### src/rtl/pci_dr_pkg.sv
// Shared constants, records and state codes for the delayed read bridge
package pci_dr_pkg;

	// Bus commands
	localparam logic [3:0] CMD_IO_RD  = 4'h2;
	localparam logic [3:0] CMD_MEM_RD = 4'h6;
	localparam logic [3:0] CMD_CFG_RD = 4'hA;
	localparam logic [3:0] CMD_CFG_WR = 4'hB;
	localparam logic [3:0] CMD_MRM    = 4'hC;
	localparam logic [3:0] CMD_MRL    = 4'hE;

	// Configuration address layout
	localparam logic [1:0] CFG_TYPE0   = 2'h0;
	localparam logic [1:0] CFG_TYPE1   = 2'h1;
	localparam int         CFG_REG_LSB = 2;
	localparam int         CFG_REG_MSB = 7;
	localparam int         CFG_FN_LSB  = 8;
	localparam int         CFG_FN_MSB  = 10;
	localparam int         CFG_DEV_LSB = 11;
	localparam int         CFG_DEV_MSB = 15;
	localparam int         CFG_BUS_LSB = 16;
	localparam int         CFG_BUS_MSB = 23;

	// Sizes, limits and counts
	localparam int          DRQ_DEPTH       = 3;
	localparam int          RD_FIFO_DEPTH   = 32;
	localparam int          RD_FIFO_WIDTH   = 32;
	localparam int          RETRY_LIMIT     = 16777216;
	localparam int          RETRY_CNT_W     = 25;
	localparam int          DISCARD_LONG    = 32768;
	localparam int          DISCARD_SHORT   = 1024;
	localparam int          DISCARD_CNT_W   = 16;
	localparam logic [2:0]  DEVSEL_WAIT     = 3'h5;
	localparam logic [9:0]  DW_BEFORE_4K    = 10'h3fe;
	localparam logic [9:0]  DW_LAST_4K      = 10'h3ff;
	localparam logic [3:0]  BE_ALL_N        = 4'h0;

	// One queued delayed read
	typedef struct packed {
		logic [31:0] addr;
		logic [3:0]  cmd;
		logic        par;
		logic [3:0]  be_n;
		logic        pref;
	} dr_req_t;

	// One access to the local configuration space
	typedef struct packed {
		logic [5:0]  reg_num;
		logic [3:0]  be_n;
		logic [31:0] wdata;
	} cfg_acc_t;

	typedef enum logic [7:0] {
		T_IDLE  = 8'h01,
		T_CAPT  = 8'h02,
		T_HOLD  = 8'h04,
		T_TURN  = 8'h08,
		T_ABORT = 8'h10,
		T_CFG   = 8'h20,
		T_CFGD  = 8'h40,
		T_XFER  = 8'h80
	} tgt_state_t;

	typedef enum logic [4:0] {
		M_IDLE = 5'h01,
		M_REQ  = 5'h02,
		M_ADDR = 5'h04,
		M_DATA = 5'h08,
		M_TURN = 5'h10
	} mst_state_t;

	function automatic logic is_mem_rd(input logic [3:0] c);
		return c == CMD_MEM_RD || c == CMD_MRL || c == CMD_MRM;
	endfunction : is_mem_rd

	function automatic logic cmd_alias(input logic [3:0] a, input logic [3:0] b);
		return a == b || (is_mem_rd(a) && is_mem_rd(b));
	endfunction : cmd_alias

endpackage : pci_dr_pkg

### src/rtl/pci_bridge_dr_cfg_target.sv
// Delayed read engine and local configuration target of the bridge
`timescale 1ns/1ns
`default_nettype none

// Read data buffer between the target-side master and the initiator side
module rd_data_fifo
	import pci_dr_pkg::*;
#(
	parameter int WIDTH = RD_FIFO_WIDTH,
	parameter int DEPTH = RD_FIFO_DEPTH
)(
	input  wire logic                     clk,       // Clock
	input  wire logic                     rst,       // Async reset
	input  wire logic                     flush,     // Drop all words
	input  wire logic                     in_valid,  // Write request
	output logic                          in_ready,  // Room left
	input  wire logic [WIDTH-1:0]         in_data,   // Write word
	output logic                          out_valid, // Word present
	input  wire logic                     out_ready, // Read request
	output logic [WIDTH-1:0]              out_data,  // Head word
	output logic [$clog2(DEPTH+1)-1:0]    level      // Words held
);
	localparam int AW = $clog2(DEPTH);
	localparam int CW = $clog2(DEPTH + 1);

	logic [WIDTH-1:0] mem [DEPTH];
	logic [AW-1:0]    wr_q;
	logic [AW-1:0]    rd_q;
	logic [CW-1:0]    cnt_q;
	logic             do_wr;
	logic             do_rd;

	assign in_ready  = cnt_q != CW'(DEPTH);
	assign out_valid = cnt_q != '0;
	assign out_data  = mem[rd_q];
	assign level     = cnt_q;
	assign do_wr     = in_valid && in_ready && !flush;
	assign do_rd     = out_ready && out_valid && !flush;

	// Storage has no reset; only the pointers and the count matter
	always_ff @(posedge clk)
		if (do_wr)
			mem[wr_q] <= in_data;

	// Pointers wrap explicitly so any depth works
	always_ff @(posedge clk or posedge rst)
		if (rst)
		begin
			wr_q  <= '0;
			rd_q  <= '0;
			cnt_q <= '0;
		end
		else if (flush)
		begin
			wr_q  <= '0;
			rd_q  <= '0;
			cnt_q <= '0;
		end
		else
		begin
			if (do_wr)
				wr_q <= (wr_q == AW'(DEPTH - 1)) ? '0 : wr_q + 1'b1;
			if (do_rd)
				rd_q <= (rd_q == AW'(DEPTH - 1)) ? '0 : rd_q + 1'b1;
			cnt_q <= cnt_q + CW'(do_wr) - CW'(do_rd);
		end
endmodule : rd_data_fifo

module pci_bridge_dr_cfg_target
	import pci_dr_pkg::*;
#(
	parameter int FIFO_DEPTH    = RD_FIFO_DEPTH,
	parameter int RETRY_MAX     = RETRY_LIMIT,
	parameter int DISCARD_LONG_CLKS  = DISCARD_LONG,
	parameter int DISCARD_SHORT_CLKS = DISCARD_SHORT
)(
	input  wire logic        mclk,                   // Bus clock
	input  wire logic        sys_rst,                // Async reset
	input  wire logic        p_frame_n,              // Primary FRAME
	input  wire logic        p_irdy_n,               // Primary IRDY
	input  wire logic [31:0] p_ad_in,                // Primary AD in
	input  wire logic [3:0]  p_cbe_n,                // Primary C/BE
	input  wire logic        p_par_in,               // Primary PAR
	input  wire logic        primary_config_select,  // Config select
	output logic [31:0]      p_ad_out,               // Primary AD out
	output logic             p_ad_oe,                // AD enable
	output logic             primary_device_select_out_n, // DEVSEL
	output logic             p_trdy_n_out,           // TRDY
	output logic             p_stop_n_out,           // STOP
	output logic             p_tgt_oe,               // Target ctl enable
	output logic             primary_system_error_out_n, // SERR level
	output logic             primary_system_error_oe, // SERR enable
	input  wire logic        serr_enable,            // SERR allowed
	input  wire logic        master_timeout_sel,     // Short discard
	input  wire logic        posted_writes_empty,    // Ordering met
	input  wire logic        mem_read_prefetchable,  // Address decode
	output logic             s_req_n,                // Secondary REQ
	input  wire logic        s_gnt_n,                // Secondary GNT
	output logic             s_frame_n_out,          // FRAME
	output logic             s_irdy_n_out,           // IRDY
	output logic             s_mst_oe,               // Master ctl enable
	output logic [31:0]      s_ad_out,               // Secondary AD out
	output logic             s_ad_oe,                // AD enable
	input  wire logic [31:0] s_ad_in,                // Secondary AD in
	output logic [3:0]       s_cbe_n_out,            // C/BE out
	output logic             s_par_out,              // Address parity
	input  wire logic        s_devsel_n,             // DEVSEL in
	input  wire logic        s_trdy_n,               // TRDY in
	input  wire logic        s_stop_n,               // STOP in
	output cfg_acc_t         cfg_req,                // Config access
	output logic             cfg_wr,                 // Config write pulse
	output logic             cfg_rd,                 // Config read pulse
	input  wire logic [31:0] cfg_rdata               // Config read data
);
	localparam int LW = $clog2(FIFO_DEPTH + 1);

	tgt_state_t tgt_q;
	mst_state_t mst_q;
	dr_req_t    q [DRQ_DEPTH];
	dr_req_t    cur_q;
	dr_req_t    push_rec;
	logic [1:0] q_cnt_q;
	logic       frame_prev_q, abandon_q, head_done_q, head_abort_q;
	logic       got_q, serr_q;
	logic [RETRY_CNT_W-1:0]   retry_q;
	logic [DISCARD_CNT_W-1:0] disc_q;
	logic [2:0]  dsel_cnt_q;
	logic [31:0] s_addr_q;
	logic        addr_phase, cfg_hit, dread, hit_any, hit_head, deliver;
	logic        q_push, q_pop, pop_abort, pop_tgt, pop_mst, pop_disc;
	logic        x_done, x_slot, x_end, x_drain, x_last;
	logic        m_trdy, m_stop, m_mabort, m_end, m_retry_abort, disc_run;
	logic        f_in_ready, f_out_valid, f_pop, f_push;
	logic [31:0] f_out;
	logic [LW-1:0] f_level;

	rd_data_fifo #(.WIDTH(RD_FIFO_WIDTH), .DEPTH(FIFO_DEPTH)) u_fifo (
		.clk       (mclk),
		.rst       (sys_rst),
		.flush     (q_pop),
		.in_valid  (f_push),
		.in_ready  (f_in_ready),
		.in_data   (s_ad_in),
		.out_valid (f_out_valid),
		.out_ready (f_pop),
		.out_data  (f_out),
		.level     (f_level)
	);

	// Address phase decode on the primary bus
	assign addr_phase = !p_frame_n && frame_prev_q && p_irdy_n;
	assign cfg_hit = (p_cbe_n == CMD_CFG_RD || p_cbe_n == CMD_CFG_WR)
		&& p_ad_in[1:0] == CFG_TYPE0 && primary_config_select;
	assign dread = is_mem_rd(p_cbe_n) || p_cbe_n == CMD_IO_RD
		|| (p_cbe_n == CMD_CFG_RD && p_ad_in[1:0] == CFG_TYPE1);

	// Look for the repeated read among queued entries
	always_comb
	begin
		hit_any  = 1'b0;
		hit_head = 1'b0;
		for (int i = 0; i < DRQ_DEPTH; i++)
			if (2'(i) < q_cnt_q && q[i].addr == p_ad_in
				&& cmd_alias(q[i].cmd, p_cbe_n))
			begin
				hit_any = 1'b1;
				if (i == 0)
					hit_head = 1'b1;
			end
	end

	// Flow-through only for prefetchable data while the target read runs
	assign deliver = posted_writes_empty && !head_abort_q
		&& (head_done_q || (q[0].pref && mst_q == M_DATA
		&& !abandon_q && f_out_valid));

	// Delivery phase bookkeeping
	assign x_done  = !p_trdy_n_out && !p_irdy_n;
	assign x_slot  = tgt_q == T_XFER && (p_trdy_n_out || x_done);
	assign x_end   = x_done && (!p_stop_n_out || p_frame_n);
	assign x_drain = x_slot && !x_end && !f_out_valid && head_done_q;
	assign x_last  = !q[0].pref || (head_done_q && f_level == LW'(1));
	assign f_pop   = x_slot && !x_end && f_out_valid;

	// Queue updates; any pop also flushes the buffer of the old head
	assign q_push    = tgt_q == T_CAPT && !p_irdy_n;
	assign pop_abort = tgt_q == T_IDLE && addr_phase && !cfg_hit && dread
		&& hit_head && head_abort_q;
	assign pop_tgt   = (x_slot && x_end && head_done_q) || x_drain;
	assign q_pop     = pop_abort || pop_tgt || pop_mst || pop_disc;

	always_comb
	begin
		push_rec      = cur_q;
		push_rec.be_n = p_cbe_n;
	end

	always_ff @(posedge mclk or posedge sys_rst)
		if (sys_rst)
			frame_prev_q <= 1'b1;
		else
			frame_prev_q <= p_frame_n;

	// Delayed transaction queue, head at index zero
	always_ff @(posedge mclk or posedge sys_rst)
		if (sys_rst)
		begin
			q_cnt_q <= '0;
			for (int i = 0; i < DRQ_DEPTH; i++)
				q[i] <= '0;
		end
		else
		begin
			if (q_pop)
				for (int i = 0; i < DRQ_DEPTH - 1; i++)
					q[i] <= q[i + 1];
			if (q_push)
				q[q_pop ? q_cnt_q - 2'd1 : q_cnt_q] <= push_rec;
			q_cnt_q <= q_cnt_q + 2'(q_push) - 2'(q_pop);
		end

	// Initiator stopping before the target read ends abandons the head
	always_ff @(posedge mclk or posedge sys_rst)
		if (sys_rst)
			abandon_q <= 1'b0;
		else if (q_pop)
			abandon_q <= 1'b0;
		else if (x_slot && x_end && !head_done_q)
			abandon_q <= 1'b1;

	// Primary target: retry, delivery, target abort, config access
	always_ff @(posedge mclk or posedge sys_rst)
		if (sys_rst)
		begin
			tgt_q <= T_IDLE;
			cur_q <= '0;
			p_tgt_oe <= 1'b0;
			primary_device_select_out_n <= 1'b1;
			p_trdy_n_out <= 1'b1;
			p_stop_n_out <= 1'b1;
			p_ad_out <= '0;
			p_ad_oe <= 1'b0;
			cfg_req <= '0;
			cfg_wr <= 1'b0;
			cfg_rd <= 1'b0;
		end
		else
		begin
			cfg_wr <= 1'b0;
			cfg_rd <= 1'b0;
			unique case (tgt_q)
			T_IDLE:
			begin
				p_tgt_oe <= 1'b0;
				p_ad_oe  <= 1'b0;
				if (addr_phase)
				begin
					cur_q.addr <= p_ad_in;
					cur_q.cmd  <= p_cbe_n;
					cur_q.par  <= p_par_in;
					cur_q.pref <= p_cbe_n == CMD_MRL || p_cbe_n == CMD_MRM
						|| (p_cbe_n == CMD_MEM_RD && mem_read_prefetchable);
					if (cfg_hit)
					begin
						tgt_q    <= T_CFG;
						p_tgt_oe <= 1'b1;
						primary_device_select_out_n <= 1'b0;
						cfg_rd <= p_cbe_n == CMD_CFG_RD;
						cfg_req.reg_num <= p_ad_in[CFG_REG_MSB:CFG_REG_LSB];
					end
					else if (dread)
					begin
						p_tgt_oe <= 1'b1;
						if (hit_head && head_abort_q)
						begin
							tgt_q <= T_ABORT;
							p_stop_n_out <= 1'b0;
						end
						else if (hit_head && deliver)
						begin
							tgt_q <= T_XFER;
							primary_device_select_out_n <= 1'b0;
						end
						else if (hit_any || q_cnt_q == 2'(DRQ_DEPTH))
						begin
							tgt_q <= T_HOLD;
							primary_device_select_out_n <= 1'b0;
							p_stop_n_out <= 1'b0;
						end
						else
						begin
							tgt_q <= T_CAPT;
							primary_device_select_out_n <= 1'b0;
						end
					end
				end
			end
			T_CAPT:
				if (!p_irdy_n)
				begin
					tgt_q <= T_HOLD;
					p_stop_n_out <= 1'b0;
				end
			T_HOLD, T_ABORT:
				if (p_frame_n)
				begin
					tgt_q <= T_TURN;
					primary_device_select_out_n <= 1'b1;
					p_trdy_n_out <= 1'b1;
					p_stop_n_out <= 1'b1;
					p_ad_oe <= 1'b0;
				end
			T_TURN:
			begin
				tgt_q    <= T_IDLE;
				p_tgt_oe <= 1'b0;
			end
			T_CFG:
				if (!p_irdy_n)
				begin
					tgt_q <= T_CFGD;
					p_trdy_n_out <= 1'b0;
					p_stop_n_out <= p_frame_n;
					p_ad_out <= cfg_rdata;
					p_ad_oe  <= cur_q.cmd == CMD_CFG_RD;
				end
			T_CFGD:
			begin
				cfg_wr <= cur_q.cmd == CMD_CFG_WR;
				cfg_req.be_n  <= p_cbe_n;
				cfg_req.wdata <= p_ad_in;
				p_trdy_n_out <= 1'b1;
				p_ad_oe <= 1'b0;
				if (p_frame_n)
				begin
					tgt_q <= T_TURN;
					primary_device_select_out_n <= 1'b1;
					p_stop_n_out <= 1'b1;
				end
				else
					tgt_q <= T_HOLD;
			end
			T_XFER:
				if (x_slot && x_end)
				begin
					p_trdy_n_out <= 1'b1;
					if (p_frame_n)
					begin
						tgt_q <= T_TURN;
						primary_device_select_out_n <= 1'b1;
						p_stop_n_out <= 1'b1;
						p_ad_oe <= 1'b0;
					end
					else
						tgt_q <= T_HOLD;
				end
				else if (f_pop)
				begin
					p_trdy_n_out <= 1'b0;
					p_ad_out <= f_out;
					p_ad_oe  <= 1'b1;
					p_stop_n_out <= !x_last;
				end
				else if (x_drain)
				begin
					tgt_q <= T_HOLD;
					p_trdy_n_out <= 1'b1;
					p_stop_n_out <= 1'b0;
				end
				else if (x_slot)
					p_trdy_n_out <= 1'b1;
			endcase
		end

	// Target bus phase decode for the secondary master
	assign m_trdy   = !s_trdy_n && !s_devsel_n;
	assign m_stop   = !s_stop_n && !s_devsel_n;
	assign m_mabort = dsel_cnt_q == DEVSEL_WAIT && s_devsel_n && !got_q;
	assign m_end    = mst_q == M_DATA && (m_mabort
		|| (s_frame_n_out && (m_trdy || m_stop)));
	assign f_push   = mst_q == M_DATA && m_trdy && !abandon_q;
	assign pop_mst  = m_end && abandon_q;
	assign m_retry_abort = m_end && !m_mabort && !got_q && !m_trdy
		&& retry_q == RETRY_CNT_W'(RETRY_MAX - 1);

	// Secondary master: issue head read, retry, burst, terminate
	always_ff @(posedge mclk or posedge sys_rst)
		if (sys_rst)
		begin
			mst_q <= M_IDLE;
			s_req_n <= 1'b1;
			s_frame_n_out <= 1'b1;
			s_irdy_n_out <= 1'b1;
			s_mst_oe <= 1'b0;
			s_ad_out <= '0;
			s_ad_oe <= 1'b0;
			s_cbe_n_out <= '0;
			s_par_out <= 1'b0;
			s_addr_q <= '0;
			got_q <= 1'b0;
			dsel_cnt_q <= '0;
			head_done_q <= 1'b0;
			head_abort_q <= 1'b0;
			retry_q <= '0;
		end
		else
		begin
			if (q_pop || (q_push && q_cnt_q == '0))
			begin
				head_done_q  <= 1'b0;
				head_abort_q <= 1'b0;
				retry_q <= '0;
			end
			unique case (mst_q)
			M_IDLE:
				if (q_cnt_q != '0 && !head_done_q && !head_abort_q
					&& !q_pop && posted_writes_empty && f_in_ready)
				begin
					mst_q <= M_REQ;
					s_req_n <= 1'b0;
				end
			M_REQ:
				if (!s_gnt_n)
				begin
					mst_q <= M_ADDR;
					s_req_n <= 1'b1;
					s_mst_oe <= 1'b1;
					s_frame_n_out <= 1'b0;
					s_ad_out <= q[0].addr;
					s_ad_oe <= 1'b1;
					s_cbe_n_out <= q[0].cmd;
					s_par_out <= q[0].par;
					s_addr_q <= q[0].addr;
					got_q <= 1'b0;
					dsel_cnt_q <= '0;
				end
			M_ADDR:
			begin
				mst_q <= M_DATA;
				s_irdy_n_out <= 1'b0;
				s_ad_oe <= 1'b0;
				s_cbe_n_out <= q[0].be_n;
				s_frame_n_out <= !q[0].pref
					|| s_addr_q[11:2] == DW_LAST_4K;
			end
			M_DATA:
			begin
				if (dsel_cnt_q != DEVSEL_WAIT)
					dsel_cnt_q <= dsel_cnt_q + 3'd1;
				if (m_trdy)
				begin
					got_q <= 1'b1;
					s_addr_q <= s_addr_q + 32'd4;
					s_cbe_n_out <= BE_ALL_N;
				end
				if (m_end)
				begin
					mst_q <= M_TURN;
					s_frame_n_out <= 1'b1;
					s_irdy_n_out <= 1'b1;
					if (!abandon_q)
					begin
						if (got_q || m_trdy)
							head_done_q <= 1'b1;
						else if (m_mabort || m_retry_abort)
							head_abort_q <= 1'b1;
						else
							retry_q <= retry_q + 1'b1;
					end
				end
				else if (!s_frame_n_out && (m_stop || abandon_q
					|| (m_trdy && (s_addr_q[11:2] == DW_BEFORE_4K
					|| f_level >= LW'(FIFO_DEPTH - 3)))))
					s_frame_n_out <= 1'b1;
			end
			M_TURN:
			begin
				s_mst_oe <= 1'b0;
				mst_q <= (head_done_q || head_abort_q || q_cnt_q == '0)
					? M_IDLE : M_REQ;
				s_req_n <= head_done_q || head_abort_q || q_cnt_q == '0;
			end
			endcase
		end

	// Discard timer on a completed head whose data waits
	assign disc_run = q_cnt_q != '0 && head_done_q && f_out_valid
		&& tgt_q == T_IDLE;
	assign pop_disc = disc_run && disc_q == DISCARD_CNT_W'(1);

	always_ff @(posedge mclk or posedge sys_rst)
		if (sys_rst)
			disc_q <= DISCARD_CNT_W'(DISCARD_LONG);
		else if (!disc_run)
			disc_q <= master_timeout_sel
				? DISCARD_CNT_W'(DISCARD_SHORT_CLKS)
				: DISCARD_CNT_W'(DISCARD_LONG_CLKS);
		else
			disc_q <= disc_q - 1'b1;

	// System error is a one-clock pulse, gated by its enable
	always_ff @(posedge mclk or posedge sys_rst)
		if (sys_rst)
			serr_q <= 1'b0;
		else
			serr_q <= serr_enable && (m_retry_abort || pop_disc);

	assign primary_system_error_out_n = 1'b0;
	assign primary_system_error_oe    = serr_q;

endmodule : pci_bridge_dr_cfg_target
`default_nettype wire

### config.mk
export PLATFORM = sky130hd
export DESIGN_NAME = pci_bridge_dr_cfg_target
export DESIGN_NICKNAME = d
export VERILOG_FILES = /design/src/rtl/pci_dr_pkg.sv /design/src/rtl/pci_bridge_dr_cfg_target.sv
export SDC_FILE = /design/constraint.sdc
export NUM_CORES = 2
export LEC_CHECK = 0
export ABC_AREA = 1
export BUFFER_PORTS_ARGS = -buffer_cell sky130_fd_sc_hd__buf_4
export CORE_ASPECT_RATIO = 0.5
export CORE_MARGIN = 5
export CORE_UTILIZATION = 30
export DETAILED_ROUTE_END_ITERATION = 16
export PLACE_DENSITY_LB_ADDON = 0.1
export SYNTH_ARGS = -nofsm -noshare
export SYNTH_HDL_FRONTEND = slang
export SYNTH_SLANG_ARGS = --single-unit
### constraint.sdc
create_clock -name mclk -period 13.85 [get_ports mclk]
set_input_delay 1.385 -clock mclk [delete_from_list [all_inputs] [get_ports mclk]]
set_output_delay 1.385 -clock mclk [all_outputs]
set_load 0.05 [all_outputs]
=== Yosys cells after proc, flatten, opt, wreduce, memory -nomap -nowiden ===
Memories as Yosys holds them, arrays and structs flattened.
Index checks and enable logic that the tools add are counted.

* Multiplexer cells: 123
* Add/sub/neg operators: 11
* Multiply operators: 0
* Order comparisons: 6
* Equality and inequality tests: 72
* Div/mod/pow operators: 0
* Bitwise gates (word level): 2
* Shift-type cells: 0
* Reduce and logical (&&, ||, !) cells: 167

{| class="wikitable"
|+ Operator list
! operator !! count
|-
| $mux W32 || 5
|-
| $mux W25 || 6
|-
| $pmux W32 S2 || 2
|-
| $bwmux W126 || 1
|-
| $mux W126 || 1
|-
| $eq A32 B32 Y1 || 3
|-
| $mux W8 || 11
|-
| $demux W42 S2 || 1
|-
| $mux W84 || 1
|-
| $logic_and A1 B1 Y1 || 70
|-
| $mux W1 || 59
|-
| $pmux W8 S7 || 1
|-
| $eq A4 B4 Y1 const B || 12
|-
| $mux W5 || 9
|-
| $mux W42 || 1
|-
| $logic_or A1 B1 Y1 || 37
|-
| $add A32 B3 Y32 const B || 1
|-
| $mux W16 || 2
|-
| $add A25 B1 Y25 const B || 1
|-
| $eq A25 B24 Y1 const B || 1
|-
| $pmux W5 S5 || 1
|-
| $reduce_and A3 Y1 || 8
|-
| $ne A2 B2 Y1 const B || 11
|-
| $eq A10 B10 Y1 const B || 2
|-
| 67 further kinds || 134
|}

* Memories kept: 1
* Input port bits: 114
* Memory bits (read-only): 0
* Latch bits: 0
* Bits in writable memories: 1,024
* Output and inout bits: 125
* Logic and storage cells: 436
* Register bits: 400

{| class="wikitable"
|+ Memory list
! memory !! depth !! width !! read ports !! clocked after memory_dff !! wr ports !! RTL line !! source
|-
| u_fifo.mem || 32 || 32 || 1 || 0 || 1 || pci_bridge_dr_cfg_target.sv:26 || <nowiki>logic [WIDTH-1:0] mem [DEPTH];</nowiki>
|}

=== Depth between registers and ports, before layout ===
* Word-level depth: 20
* Gate-level depth with buffers: 25
* Gate-level depth less buffers: 24

=== By module ===
Synthesis repeated with hierarchy kept, for this count alone.

* Cells, all modules: 7,015
* Area, all modules: 65,099.9 µm²

{| class="wikitable"
|+ By module, submodules not included
! module !! cells an instance !! instances !! area each (µm²) !! seq. area each (µm²)
|-
| rd_data_fifo || 4,514 || 1 || 45,976.6 || 31,149.9
|-
| pci_bridge_dr_cfg_target || 2,501 || 1 || 19,123.3 || 9,071.2
|}

=== Worst setup path after synthesis ===
Ideal clock, no wire load.

* Path type: input to register
* From: in p_cbe_n[3]
* To: mem u_fifo.mem[0][0] in the netlist's numbering (enable)
* Cell stages on the path: 13
* Path slack: 9,329 ps
* Library setup time: 421 ps
* Data required time: 13,429 ps
* Arrival: 4,100 ps
* Path buffers: 2
* Cell sequence: buf_2 inv_2 nand2_1 nand3_2 o21ai_0 nor2_1 nor2_2 nand4_4 nand2_4 buf_6 nor2_4 nand2_1 nor2_1

* Word-level cells in the longest chain between the ends: 16
* Elaborated cells between the ends (all ways): 31
* Those cells by class: eq/ne (7); mux (3); reduce/logical (21)

{| class="wikitable"
|+ RTL lines
! item !! RTL line !! source
|-
| from (decl) || pci_bridge_dr_cfg_target.sv:82 || <nowiki>input wire logic [3:0] p_cbe_n,</nowiki>
|-
| $eq A4 B3 Y1 (tied with other cells) || pci_dr_pkg.sv:74 || <nowiki>return c == CMD_MEM_RD || c == CMD_MRL || c == CMD_MRM;</nowiki>
|-
| $logic_or A1 B1 Y1 (on tied branches) || pci_dr_pkg.sv:74, pci_bridge_dr_cfg_target.sv:152 ||
|-
| $logic_or A1 B1 Y1 / $logic_and A1 B1 Y1 (equally long branches) || pci_dr_pkg.sv:74, pci_bridge_dr_cfg_target.sv:153 ||
|-
| $logic_and A1 B1 Y1 (on tied branches) || pci_dr_pkg.sv:78, pci_bridge_dr_cfg_target.sv:153 ||
|-
| $logic_or A1 B1 Y1 / $logic_not A1 Y1 (equally long branches) || pci_dr_pkg.sv:78, pci_bridge_dr_cfg_target.sv:187 ||
|-
| $logic_and A1 B1 Y1 (on tied branches) || pci_bridge_dr_cfg_target.sv:164, pci_bridge_dr_cfg_target.sv:187 ||
|-
| $mux W1 / $logic_and A1 B1 Y1 (equally long branches) || pci_bridge_dr_cfg_target.sv:163, pci_bridge_dr_cfg_target.sv:187 ||
|-
| $logic_and A1 B1 Y1 (*) (2 in a row) || pci_bridge_dr_cfg_target.sv:188 || <nowiki>&& hit_head && head_abort_q;</nowiki>
|-
| $logic_or A1 B1 Y1 (*) (3 in a row) || pci_bridge_dr_cfg_target.sv:190 || <nowiki>assign q_pop = pop_abort || pop_tgt || pop_mst || pop_disc;</nowiki>
|-
| $logic_not A1 Y1 (*) || pci_bridge_dr_cfg_target.sv:37 || <nowiki>assign do_wr = in_valid && in_ready && !flush;</nowiki>
|-
| $logic_and A1 B1 Y1 (*) || pci_bridge_dr_cfg_target.sv:37 ||
|-
| $mux W1 (*) || pci_bridge_dr_cfg_target.sv:42 || <nowiki>if (do_wr)</nowiki>
|-
| $mux W1 (not written as such) (*) || pci_bridge_dr_cfg_target.sv:43 || <nowiki>mem[wr_q] <= in_data;</nowiki>
|-
| to (decl) || pci_bridge_dr_cfg_target.sv:26 ||
|}

Every way passes the cells marked *; elsewhere a longest branch is shown, timed or not.

=== Worst setup path in the final report ===
* From: in p_frame_n
* To: reg q[85] in the netlist's numbering

* Word-level cells in the longest chain between the ends: 19
* Elaborated cells between the ends (all ways): 30
* Those cells by class: order compare (2); mux (6); bitwise (1); reduce/logical (21)

{| class="wikitable"
|+ RTL lines
! item !! RTL line !! source
|-
| from (decl) || pci_bridge_dr_cfg_target.sv:79 || <nowiki>input wire logic p_frame_n,</nowiki>
|-
| $logic_not A1 Y1 || pci_bridge_dr_cfg_target.sv:151 || <nowiki>assign addr_phase = !p_frame_n && frame_prev_q && p_irdy_n;</nowiki>
|-
| $logic_and A1 B1 Y1 (2 in a row) || pci_bridge_dr_cfg_target.sv:151 ||
|-
| $logic_and A1 B1 Y1 (3 in a row) || pci_bridge_dr_cfg_target.sv:187 || <nowiki>assign pop_abort = tgt_q == T_IDLE && addr_phase && !cfg_hit && dread</nowiki>
|-
| $logic_and A1 B1 Y1 (2 in a row) || pci_bridge_dr_cfg_target.sv:188 ||
|-
| $logic_or A1 B1 Y1 (*) (3 in a row) || pci_bridge_dr_cfg_target.sv:190 ||
|-
| $mux W2 || pci_bridge_dr_cfg_target.sv:218 || <nowiki>q[q_pop ? q_cnt_q - 2'd1 : q_cnt_q] <= push_rec;</nowiki>
|-
| $not A2 Y3 || pci_bridge_dr_cfg_target.sv:218 ||
|-
| $ge A3 B3 Y1 (not written as such) / $lt A3 B1 Y1 (equally long branches) || pci_bridge_dr_cfg_target.sv:218 ||
|-
| $logic_and A1 B1 Y1 (not written as such) || pci_bridge_dr_cfg_target.sv:218 ||
|-
| $mux W42 || pci_bridge_dr_cfg_target.sv:218 ||
|-
| $demux W42 S2 || pci_bridge_dr_cfg_target.sv:218 ||
|-
| $bwmux W126 || pci_bridge_dr_cfg_target.sv:218 ||
|-
| $mux W126 (*) || pci_bridge_dr_cfg_target.sv:217 || <nowiki>if (q_push)</nowiki>
|-
| to (signal, indexed assignment) || pci_bridge_dr_cfg_target.sv:216 || <nowiki>q[i] <= q[i + 1];</nowiki>
|-
| to (signal, indexed assignment) || pci_bridge_dr_cfg_target.sv:218 ||
|-
| to (decl) || pci_bridge_dr_cfg_target.sv:119 || <nowiki>dr_req_t q [DRQ_DEPTH];</nowiki>
|}

Marked as above.
A chain may end at the register's enable or synchronous reset.

==> run_results.csv <==
group,metric,value,unit
hold_path,hold_path_class,"flop to flop",
cts,htreeDepth,4,
cells_and_area,fin_cells,8385,
routing,wl_met3,8.64,mm
placed_design,place_congestion,0.810,
worst_setup_path,crit_path_end_kind,"flop",
cts,numCtsBuffers,151,
global_routing,grt_overflow,0,
global_routing,grt_max_degree,185,
die,row_count,115,
sta,final_max_slew_viol_count,0,
routing,vias,42529,
power,peakVddDrop,0.0898,mV
run,cap_violations,0,
cells_and_area,final-seq-area,40200,sq um
cts,root_buffer,"clkbuf_16",
global_routing,antenna_found_initial,3,
sta,setup_viol,0,
routing,viasPerCell,5.07,
cts,postCtsResizedCells,0,
synth,yosysWarnings,0,
sta,worstMarginPinSlew,1240,ps
synth,synth_seq_area_share,0.673,
worst_setup_path,cp_max_fo,161,
cts,cts_setup_buffers,0,
sta,hold_viol,0,
cts,clk_latency,810,ps
synth,ys_top_cells_by_area,"edfxtp_1, dfrtp_1, o21ai_0",
worst_setup_path,worstSetupStartpointType,"input pin",
die,coreArea,197000,sq um
cells_and_area,fill_cells,19625,
routing,met1_length,91.0,mm
worst_setup_path,crit_required,14490,ps
routing,dr_wl_met2,87.9,mm
cells_and_area,nNetsFinal,5796,
cells_and_area,layout-drive-gt1-share,0.109,
routing,wl_per_cell,22.8,microns
sta,fin_crit,5580,ps
routing,remaining_drc_errors,0,
synth,ys.flop_type,"edfxtp_1",
global_routing,grt_util_all_layers,0.178,
die,start_util,0.303,
synth,synth_top_area_cell,"edfxtp_1",
sta,skew,73.5,ps
synth,synth-seq-cells,1402,
routing,drtPass1Iterations,8,
global_routing,grt_pass1_vias,42153,
placed_design,placed_cells,8129,
routing,highest_layer,"met4",
die,die_w,641,microns
sta,hold_ws,461,ps
cts,cts_buffer_depth,4,
cts,ctsHoldBuffers,0,
cts,clkTransAtPathRegs,60,ps
synth,yosysMostFrequentCell,"edfxtp_1",
synth,synth_edf_count,1024,
cts,clock_sinks,1402,
sta,fmax,179,MHz
power,leakagePower,0.0257,uW
routing,drtIter0Drc,3481,
outcome,status,"finished, final reports clean",
sta,relSlewSlack,0.172,
synth,syn_avg_cell_area,10.8,sq um
routing,antenna_left,0,
cells_and_area,multiInputGateArea,17300,sq um
power,power.density,160,nW/um^2
sta,setup-tns-final,0,ps
synth,yosysUniqueCellTypes,56,
sta,rsz0062_at_grt,"false",
cts,cts_tree,"done",
worst_setup_path,arrival,6220,ps
global_routing,grt_pass1_wl,283,mm
sta,post-route-period-util,0.403,
worst_setup_path,crit_type,"input pin to flop",
synth,netlist_instances,5532,
routing,wirelength,191,mm
die,fp.dieH,326,microns
die,die-area,209000,sq um
placed_design,dpl.hpwl,110,mm
synth,syn_area,59800,sq um
placed_design,port_buffers,237,
synth,synthTopCellsByCount,"edfxtp_1, nand2_1, o21ai_0",
die,io_pins,239,
cells_and_area,area_growth,15.4,%
synth,synthArstFlopShare,0.270,
synth,post-synth-top-area-fraction,0.514,
synth,syn_nets,5678,
worst paths after layout:
kind                            startpoint      endpoint  slack [ps]  cells after the start
worst min-delay path            disc_q[14]    disc_q[14]         460                      1
worst max-delay path             p_frame_n         q[85]        8270                     15
max in group asynchronous          sys_rst   retry_q[20]       10900                      4
worst max register to register    tgt_q[0]         q[85]        8340                     15
worst min register to register  disc_q[14]    disc_q[14]         460                      1
min in group asynchronous          sys_rst  p_ad_out[22]         720                      2
flip-flops by register name (all words and copies together), names as in the netlist, 16 cells and up, named ones only:
| signal | count |
|---|---|
| cfg_req | 42 |
| cur_q | 38 |
| disc_q | 16 |
| p_ad_out | 32 |
| q | 84 |
| retry_q | 25 |
| s_ad_out | 32 |
| u_fifo.mem | 1024 |
worst max-delay path: stages:
cell and delay [ps]:
buf_4 120, inv_1 160, nand3_1 150, inv_1 120, nand2_4 470, nor2_2 330, nand4_4 190, nand2_8 710
nand2_2 130, nand2_4 90, buf_4 820, nand3_2 760, buf_4 500, nand2_1 110, nand2_1 50
per-layer routing:
layer	vias up	track usage
met5	-	0
met4	0	0.0392
met3	225	0.0246
met2	972	0.282
met1	21592	0.259
li1	19740	-
power by group:
part	switching [uW]	internal, uW	total (uW)
Sequential	303	4850	5150
Combinational	1350	532	1880
Clock	1690	2330	4030
Total	3350	7710	11100
cells by family after synthesis:
logic type / after synthesis / share of synthesized area
fa+ha+maj: 32 / 0.00682
xor+xnor: 67 / 0.00981
compound gates: 1339 / 0.123
mux: 6 / 0.00109
buf+inv: 612 / 0.0423
other cells: 1 / 0.0000627
simple gates: 2073 / 0.144
flops: 1402 / 0.673
stage by stage:
step	setup WS (ps)	instance area, sq um	power, uW	util
after floorplan	1980	59800	6450	-
after global placement	7490	64300	7120	0.325
after detailed placement	7460	64300	7140	0.325
after CTS	8270	69000	11200	0.350
after global routing	7890	69000	11600	0.350
final	8270	69000	11100	0.350
cells in the final DEF (no fill, tap or decap), types with 5 or more instances in the layout:
cell / Yosys / routed
o21ai_1: 20 / 20
nand2_2: 7 / 7
inv_2: 22 / 24
clkbuf_8: 0 / 9
a31oi_1: 5 / 5
nand3_1: 145 / 144
nor2_1: 762 / 729
o21ai_0: 870 / 870
a21oi_1: 90 / 90
buf_12: 1 / 6
bufinv_16: 0 / 13
dfrtp_1: 368 / 364
nor3_1: 27 / 27
xnor2_1: 20 / 20
clkinvlp_4: 0 / 6
dfstp_2: 10 / 10
clkinv_2: 2 / 15
o21bai_1: 31 / 31
xor2_1: 47 / 47
nor2_2: 5 / 5
nand4_1: 150 / 150
nand3_2: 5 / 6
nor2_4: 5 / 38
inv_1: 242 / 237
edfxtp_1: 1024 / 1024
clkbuf_1: 221 / 33
o211ai_1: 20 / 20
o221ai_1: 50 / 50
nand2_1: 944 / 943
buf_4: 14 / 301
ha_1: 31 / 31
clkbuf_16: 0 / 155
o22ai_1: 232 / 232
nand3b_1: 5 / 5
o31ai_1: 5 / 5
clkinv_1: 4 / 25
layout make-up:
type / instances / share of cell area
Sequential cell: 1402 / 0.583
Multi-Input combinational cell: 3518 / 0.251
Clock buffer: 197 / 0.0598
Tap cell: 2632 / 0.0477
Timing Repair Buffer: 307 / 0.0345
Inverter: 270 / 0.0151
Clock inverter: 58 / 0.00896
Antenna cell: 1 / 0.0000363
No activity file was read; power rests on OpenSTA's default activity.
